--- config.mk ---
export PLATFORM = sky130hd
export DESIGN_NAME = dmx_exec
export DESIGN_NICKNAME = d
export VERILOG_FILES = /design/src/core/dmx_ptr_file.v /design/src/core/dmx_addr_map.v /design/src/core/dmx_exec.v
export VERILOG_INCLUDE_DIRS = /design/src /design/src/core
export SDC_FILE = /design/constraint.sdc
export NUM_CORES = 1
export LEC_CHECK = 0
export BUFFER_PORTS_ARGS = -buffer_cell sky130_fd_sc_hd__buf_2
export CORE_ASPECT_RATIO = 0.5
export CORE_MARGIN = 2
export CORE_UTILIZATION = 50
export DETAILED_ROUTE_END_ITERATION = 10
export GPL_ROUTABILITY_DRIVEN = 0
export PLACE_DENSITY = 0.77
export SYNTH_ARGS = -nofsm -noshare
export SYNTH_HDL_FRONTEND = slang
export SYNTH_SLANG_ARGS = --single-unit
export TNS_END_PERCENT = 20
--- constraint.sdc ---
create_clock -name CLK_SYS_I -period 2.4 [get_ports CLK_SYS_I]
set_input_delay 0.24 -clock CLK_SYS_I [delete_from_list [all_inputs] [get_ports CLK_SYS_I]]
set_output_delay 0.24 -clock CLK_SYS_I [all_outputs]
set_load 0.01 [all_outputs]
--- src/core/dmx_regs.vh ---
// constants for the data-move instruction executor
// Functional notes
// - pointer load: high nibble first, low byte second
// - pointer load decoded as two words, two cycles
// - register move decode, copies, sets negative/zero
// - destination bit 0 to W, 1 back to register
// - bank bit 0 access bank, 1 bank select
// - 8-bit address reaches whole 256-byte bank
// - extended set, bank bit 0, f<=5Fh indexed offset
// - file move spans 4096 bytes, flags untouched
// - file move: opcode 1100 then 1111, two cycles
// - working register may be source or destination
`ifndef DMX_REGS_VH
`define DMX_REGS_VH

// four-phase instruction cycle
`define DMX_PH_Q1        2'h0
`define DMX_PH_Q2        2'h1
`define DMX_PH_Q3        2'h2
`define DMX_PH_Q4        2'h3

// opcode prefixes
`define DMX_OP_PTR_LOAD  6'h38
`define DMX_OP_REG_MOVE  6'h14
`define DMX_OP_FILE_MOVE 4'hc
`define DMX_OP_SECOND    4'hf
`define DMX_OP_PTR_LOW   8'hf0

// address mapping
`define DMX_IDX_LIMIT    8'h5f
`define DMX_ACC_HI_BANK  4'hf
`define DMX_PTR_LAST     2'h2
`define DMX_PTR_IDX      2'h2

// reset values
`define DMX_BYTE_RST     8'h00
`define DMX_ADDR_RST     12'h000
`define DMX_NIB_RST      4'h0

`endif

--- src/core/dmx_ptr_file.v ---
// three 12-bit indirect pointers written high nibble first, then low byte
`timescale 1ns/1ns
`include "dmx_regs.vh"
module dmx_ptr_file #(
   parameter PTR_W = 12
) (
   input  wire             clk_i,
   input  wire             rst_n_i,
   input  wire             hi_we_i,
   input  wire             lo_we_i,
   input  wire [1:0]       sel_i,
   input  wire [3:0]       hi_i,
   input  wire [7:0]       lo_i,
   output reg  [PTR_W-1:0] ptr0_o,
   output reg  [PTR_W-1:0] ptr1_o,
   output reg  [PTR_W-1:0] ptr2_o
);

// high nibble and low byte arrive in separate instruction cycles
always @(posedge clk_i or negedge rst_n_i) begin
   if (!rst_n_i) begin
      ptr0_o <= `DMX_ADDR_RST;
      ptr1_o <= `DMX_ADDR_RST;
      ptr2_o <= `DMX_ADDR_RST;
   end else begin
      if (hi_we_i) begin
         case (sel_i)
            2'h0:    ptr0_o[11:8] <= hi_i;
            2'h1:    ptr1_o[11:8] <= hi_i;
            2'h2:    ptr2_o[11:8] <= hi_i;
            default: ptr2_o       <= ptr2_o; // selector 3 names none
         endcase
      end
      if (lo_we_i) begin
         case (sel_i)
            2'h0:    ptr0_o[7:0] <= lo_i;
            2'h1:    ptr1_o[7:0] <= lo_i;
            2'h2:    ptr2_o[7:0] <= lo_i;
            default: ptr2_o      <= ptr2_o;
         endcase
      end
   end
end

endmodule // dmx_ptr_file

--- src/core/dmx_addr_map.v ---
// maps an 8-bit banked register address onto the 12-bit data space
`timescale 1ns/1ns
`include "dmx_regs.vh"
module dmx_addr_map #(
   parameter [7:0] ACC_SPLIT = 8'h80
) (
   input  wire [7:0]  f_i,
   input  wire        bank_bit_i,
   input  wire        ext_en_i,
   input  wire [3:0]  bank_sel_i,
   input  wire [11:0] ptr_idx_i,
   output reg  [11:0] addr_o
);

// indexed mode wins over the plain access bank in its low window
always @* begin
   if (bank_bit_i) begin
      addr_o = {bank_sel_i, f_i};
   end else if (ext_en_i && (f_i <= `DMX_IDX_LIMIT)) begin
      addr_o = ptr_idx_i + {4'h0, f_i};
   end else if (f_i < ACC_SPLIT) begin
      addr_o = {4'h0, f_i};
   end else begin
      addr_o = {`DMX_ACC_HI_BANK, f_i};
   end
end

endmodule // dmx_addr_map

--- src/core/dmx_exec.v ---
// executes pointer load, register move and file-to-file move
`timescale 1ns/1ns
`include "dmx_regs.vh"
module dmx_exec #(
   parameter [11:0] WREG_ADDR = 12'hfe8,
   parameter [7:0]  ACC_SPLIT = 8'h80
) (
   input  wire        CLK_SYS_I,
   input  wire        RST_N_I,
   input  wire [15:0] INSTR_I,
   input  wire        INSTR_VALID_I,
   input  wire [3:0]  BANK_SEL_I,
   input  wire        EXT_SET_EN_I,
   input  wire [7:0]  MEM_RDATA_I,
   output reg         Q1_O,
   output reg         SECOND_WORD_O,
   output reg         MEM_RD_O,
   output reg         MEM_WR_O,
   output reg  [11:0] MEM_ADDR_O,
   output reg  [7:0]  MEM_WDATA_O,
   output reg  [7:0]  W_O,
   output reg         FLAG_N_O,
   output reg         FLAG_Z_O,
   output reg         FLAGS_UPD_O,
   output wire [11:0] PTR0_O,
   output wire [11:0] PTR1_O,
   output wire [11:0] PTR2_O
);

// sequencer states: which word the next cycle expects
localparam ST_FIRST = 2'h0;
localparam ST_PTR2  = 2'h1;
localparam ST_MOVE2 = 2'h2;

// operation carried by the current instruction cycle
localparam OP_NONE   = 3'h0;
localparam OP_PTR_HI = 3'h1;
localparam OP_PTR_LO = 3'h2;
localparam OP_REGMOV = 3'h3;
localparam OP_F2F_RD = 3'h4;
localparam OP_F2F_WR = 3'h5;

reg  [1:0]  phase_reg;
reg  [1:0]  state_reg;
reg  [2:0]  op_reg;
reg  [1:0]  sel_reg;
reg  [3:0]  hi_reg;
reg  [7:0]  lo_reg;
reg         dest_f_reg;
reg         from_w_reg;
reg         to_w_reg;
reg  [7:0]  hold_reg;
wire [11:0] map_addr;
wire [7:0]  src_data;
wire        ptr_hi_we;
wire        ptr_lo_we;

// true when a 12-bit address names the working register
function is_wreg;
   input [11:0] a;
   begin
      is_wreg = (a == WREG_ADDR);
   end
endfunction

// banked address of the register move, taken from the word in Q1
dmx_addr_map #(
   .ACC_SPLIT  (ACC_SPLIT)
) u_map (
   .f_i        (INSTR_I[7:0]),
   .bank_bit_i (INSTR_I[8]),
   .ext_en_i   (EXT_SET_EN_I),
   .bank_sel_i (BANK_SEL_I),
   .ptr_idx_i  (PTR2_O),
   .addr_o     (map_addr)
);

// pointer bytes land at the end of the process phase
assign ptr_hi_we = (phase_reg == `DMX_PH_Q3) && (op_reg == OP_PTR_HI);
assign ptr_lo_we = (phase_reg == `DMX_PH_Q3) && (op_reg == OP_PTR_LO);

dmx_ptr_file #(
   .PTR_W   (12)
) u_ptr (
   .clk_i   (CLK_SYS_I),
   .rst_n_i (RST_N_I),
   .hi_we_i (ptr_hi_we),
   .lo_we_i (ptr_lo_we),
   .sel_i   (sel_reg),
   .hi_i    (hi_reg),
   .lo_i    (lo_reg),
   .ptr0_o  (PTR0_O),
   .ptr1_o  (PTR1_O),
   .ptr2_o  (PTR2_O)
);

// the working register is held here, so it never goes to memory
assign src_data = from_w_reg ? W_O : MEM_RDATA_I;

// free-running phase counter, one clock per phase
always @(posedge CLK_SYS_I or negedge RST_N_I) begin
   if (!RST_N_I) begin
      phase_reg <= `DMX_PH_Q1;
      Q1_O      <= 1'b1;
   end else begin
      phase_reg <= phase_reg + 2'h1;
      Q1_O      <= (phase_reg == `DMX_PH_Q4);
   end
end

// decode at the end of Q1; reads are issued for Q2
always @(posedge CLK_SYS_I or negedge RST_N_I) begin
   if (!RST_N_I) begin
      state_reg     <= ST_FIRST;
      op_reg        <= OP_NONE;
      sel_reg       <= 2'h0;
      hi_reg        <= `DMX_NIB_RST;
      lo_reg        <= `DMX_BYTE_RST;
      dest_f_reg    <= 1'b0;
      from_w_reg    <= 1'b0;
      to_w_reg      <= 1'b0;
      SECOND_WORD_O <= 1'b0;
      MEM_RD_O      <= 1'b0;
      MEM_ADDR_O    <= `DMX_ADDR_RST;
   end else if (phase_reg == `DMX_PH_Q1) begin
      op_reg     <= OP_NONE;
      from_w_reg <= 1'b0;
      to_w_reg   <= 1'b0;
      if (INSTR_VALID_I) begin
         case (state_reg)
            ST_FIRST: begin
               if (INSTR_I[15:10] == `DMX_OP_PTR_LOAD) begin
                  op_reg        <= OP_PTR_HI;
                  sel_reg       <= INSTR_I[5:4];
                  hi_reg        <= INSTR_I[3:0];
                  state_reg     <= ST_PTR2;
                  SECOND_WORD_O <= 1'b1;
               end else if (INSTR_I[15:10] == `DMX_OP_REG_MOVE) begin
                  op_reg     <= OP_REGMOV;
                  dest_f_reg <= INSTR_I[9];
                  MEM_ADDR_O <= map_addr;
                  from_w_reg <= is_wreg(map_addr);
                  to_w_reg   <= is_wreg(map_addr);
                  MEM_RD_O   <= !is_wreg(map_addr);
               end else if (INSTR_I[15:12] == `DMX_OP_FILE_MOVE) begin
                  op_reg        <= OP_F2F_RD;
                  MEM_ADDR_O    <= INSTR_I[11:0];
                  from_w_reg    <= is_wreg(INSTR_I[11:0]);
                  MEM_RD_O      <= !is_wreg(INSTR_I[11:0]);
                  state_reg     <= ST_MOVE2;
                  SECOND_WORD_O <= 1'b1;
               end else begin
                  // lone second words and foreign opcodes do nothing
                  op_reg <= OP_NONE;
               end
            end
            ST_PTR2: begin
               // the low byte is taken whatever the prefix says
               op_reg        <= OP_PTR_LO;
               lo_reg        <= INSTR_I[7:0];
               state_reg     <= ST_FIRST;
               SECOND_WORD_O <= 1'b0;
            end
            ST_MOVE2: begin
               // destination word: no read strobe this cycle
               op_reg        <= OP_F2F_WR;
               MEM_ADDR_O    <= INSTR_I[11:0];
               to_w_reg      <= is_wreg(INSTR_I[11:0]);
               state_reg     <= ST_FIRST;
               SECOND_WORD_O <= 1'b0;
            end
            default: begin
               state_reg     <= ST_FIRST;
               SECOND_WORD_O <= 1'b0;
            end
         endcase
      end
   end else if (phase_reg == `DMX_PH_Q2) begin
      MEM_RD_O <= 1'b0; // read strobe lasts the Q2 phase only
   end
end

// process at the end of Q3; writes show during Q4
always @(posedge CLK_SYS_I or negedge RST_N_I) begin
   if (!RST_N_I) begin
      hold_reg    <= `DMX_BYTE_RST;
      W_O         <= `DMX_BYTE_RST;
      FLAG_N_O    <= 1'b0;
      FLAG_Z_O    <= 1'b0;
      FLAGS_UPD_O <= 1'b0;
      MEM_WR_O    <= 1'b0;
      MEM_WDATA_O <= `DMX_BYTE_RST;
   end else if (phase_reg == `DMX_PH_Q3) begin
      case (op_reg)
         OP_REGMOV: begin
            FLAG_N_O    <= src_data[7];
            FLAG_Z_O    <= (src_data == `DMX_BYTE_RST);
            FLAGS_UPD_O <= 1'b1;
            if (!dest_f_reg || to_w_reg) begin
               W_O <= src_data;
            end else begin
               MEM_WR_O    <= 1'b1;
               MEM_WDATA_O <= src_data;
            end
         end
         OP_F2F_RD: begin
            hold_reg <= src_data;
         end
         OP_F2F_WR: begin
            // flags stay as they were for the file move
            if (to_w_reg) begin
               W_O <= hold_reg;
            end else begin
               MEM_WR_O    <= 1'b1;
               MEM_WDATA_O <= hold_reg;
            end
         end
         default: begin
            MEM_WR_O <= 1'b0;
         end
      endcase
   end else begin
      // write strobe and flag pulse end with Q4
      MEM_WR_O    <= 1'b0;
      FLAGS_UPD_O <= 1'b0;
   end
end

endmodule // dmx_exec

==> summary.md <==
| Metric | Value |
|---|---|
| Status | complete, but fails checks |
| Failing checks | negative setup slack |
| Achievable Freq | 0.352 GHz |
| Core area | between 9000 and 10000 sq um |
| Share of cells above drive strength 1 | 0.367 |
| Synth cell types | 61 |
| Num CTS Buffers | 9 |
| # rows | 25 |
| DRT iter0 DRCs | slightly below 300 |
| Max Cap Viol | 0 |
| Worst R2R Setup Slack | -0.44 ns |
| Worst Setup Start Kind | flop |
| Endpoint class of the critical path | flop |
| PnR Total Power | 3.63 mW |
| Max incr delay on CP | 0.49 ns |
| CTS H-tree depth | 3 |
| HP Start | INSTR_I[9] |
| RSZ-0062 raised after global routing | yes |
| Worst IR Drop VDD | 0.372 mV |
| Area delta synth->final | 25.0% |
| Routed Antenna Nets | 0 |
| Final hold slack | around 0.18 ns |
| Post-synth top area share | 0.507 |
| Cells after Synth | 475 |
| Wire per inst | 16.6 microns |
| Post-synthesis sequential area ratio | 0.512 |
| Tmin final | approximately 2.8 ns |
| Boundary Pins | 103 |
| PD cells | 577 nW/um^2 |
| Hpwl dp | 9430 microns |
| Crit path kind | reg2reg |
| Area contributors post-synth | dfrtp_1, mux2_2, o21ai_0 |
| Min-delay worst type | in2reg |
| Synth Net Count | between 500 and 600 |
| Ant diodes | 0 |
| R2r startpoint | u_ptr.ptr2_o[0]$_DFFE_PN0P_ |
| Setup violators final | 3 |
| Final wirelength | 12500 microns |
| Critical Path RT | about 2.6 ns |
| Arrival time worst endpoint | 3.08 ns |
| Placed Instances | between 700 and 800 |
| Initial Util | 0.524 |
| Final non-filler cell total | 754 |
| Final Max Tran Viols | 0 |
| Die Span X | 146 microns |
| Die area | 10900 sq um |
| CTS tree | done |
| Overflow after GRT | 0 |
| Fillers | 781 |
| Final Cycle Share | 1.18 |
| Antenna violations before repair | 0 |
| Final Hold Vio Count | 0 |
| Root Buffer | clkbuf_16 |
| Area leader, netlist | dfrtp_1 |
| CTS Buffer Depth | 2 |
| Cell Chain, Critical Path | ha_2, inv_2, fa_2, xnor2_1, or4_4, a221oi_2, o2111ai_1, a2111oi_2, nand4b_1, a32o_1 |
| CTS Sinks | 103 |
| Async SR Flop Fraction | 1.00 |
| Drt drc | 0 |
| Cell Area, Synth | 5030 sq um |
| Die Y | 75.0 microns |
| Yosys warns | 0 |
| Worst-margin pin slew | 1.15 ns |
| Port Buffers | 102 |
| Post-synth EDFFs | 0 |
| Total global-route track usage | 0.235 |
| Final WS setup | -0.437 ns |
| Crit-path slowest cell | or4_4 |
| First-pass GRT wire length | 20000 microns |
| Storage cell area | 2580 sq um |
| Worst Setup SP | u_ptr.ptr2_o[0]$_DFFE_PN0P_ |
| Slew headroom | 0.230 |
| Top-count cell post-synth | dfrtp_1 |
| Lkg Pwr | roughly 3.1 nW |
| Vias/cell | 5.55 |
| Top_reg_cell synth | dfrtp_1 |
| Largest net degree at the start of global routing | 59 |
| Clock-pin slew on the worst setup and hold paths | 0.07 ns |
| Syn avg cell area | 10.6 sq um |
| Nets | 659 |
| Layout Skew | 0.00918 ns |
| TritonRoute pass-1 iters | 5 |
| Worst-Skew Late Latency | around 0.35 ns |
| FF+latch count, synth | just over 100 |
| Vias in the first global route | 4000 |
| Multi-input gate area | between 2000 and 2500 sq um |
| Synth cell count leaders | dfrtp_1, nand2_1, o21ai_0 |
| Critical-path maximum fanout | 3 |
| Via Count | 4187 |
[placed cells by master, fill, tap and decap left out, types with 5 or more instances in the layout]
master     netlist  layout
dfrtp_1        102     102
buf_2            0     101
nand2_1         60      59
o21ai_0         54      51
mux2_2          48      48
buf_4            0      40
nor2_1          28      28
a21oi_1         25      24
mux2i_1         16      15
inv_1           13      12
o31ai_1         12      11
ha_1            12      11
clkbuf_16        0       9
nor3_1           7       7
nand2b_1         6       6
nand3_1          5       5
[cells by family (layout without fill, tap and decap cells)]
group,Yosys count,in the layout,share of synthesized area
AO/OA/AOI/OAI,123,123,0.151
XOR/XNOR,4,4,0.00696
adder cells (fa/ha/maj),13,13,0.0338
buffers and inverters,28,172,0.0226
flip-flops,103,103,0.512
multiplexers,64,64,0.139
AND/OR/NAND/NOR,140,140,0.134
[routing by layer]
layer	share of wire	wire, microns	global-route usage	up-vias
met1	0.45	5620	0.311	2020
met2	0.48	5980	0.408	151
met4	0.013	168	0.0566	0
met5	0	0	0	-
met3	0.061	760	0.0521	18
li1	-	-	-	1998
[area by class of cell]
cell class | count | share of cell area
clock buffer | 9 | 0.0358
clock inverter | 7 | 0.00875
inverter | 13 | 0.00775
multi-input combinational | 344 | 0.378
sequential | 103 | 0.410
tap | 135 | 0.0268
timing repair buffer | 143 | 0.133
[power by group]
group / internal, mW / switching, mW
clock: 0.716 / 0.678
combinational: 0.153 / 0.211
sequential: 1.82 / 0.0507
[stage by stage]
step                      utilization  setup TNS, ns  area, sq um  setup WS, ns
final                           0.655          -1.08         6290        -0.437
after detailed placement        0.621          -1.07         5970        -0.394
after global routing            0.655          -1.51         6290        -0.562
after floorplan                     -         -0.557         5040        -0.264
after global placement          0.621         -0.884         5970        -0.345
after CTS                       0.652          -1.02         6260        -0.407
[what timing repair did]
item	4_1_cts	5_1_grt
hold endpoints to repair	22	0
hold buffers	1	0
setup buffers	0	1
resized for setup	2	10
endpoints found under the setup margin	5	11
pin swaps	1	1
[worst max-delay path, delay by kind of cell (launching register included)]
family                     cells  cell delay [ns]
DFF                            1             0.37
and+or+nand+nor                2             0.70
AOI/OAI and AO/OA              4             0.90
xor gates and xnor gates       1             0.16
buffers and inverters          1             0.04
adders and majority gates      2             0.55
[final timing paths]
| kind | endpoint | cells after the start |
|---|---|---|
| max in group asynchronous | Q1_O$_DFF_PN1_ | 3 |
| min in group asynchronous | u_ptr.ptr1_o[2]$_DFFE_PN0P_ | 2 |
| hold reg to reg | MEM_ADDR_O[1]$_DFFE_PN0P_ | 2 |
| setup reg to reg | MEM_RD_O$_DFFE_PN0P_ | 10 |
| hold / removal | dest_f_reg$_DFFE_PN0P_ | 2 |
| setup / recovery | MEM_RD_O$_DFFE_PN0P_ | 10 |
Note: power is estimated with default switching activity, not from simulation.
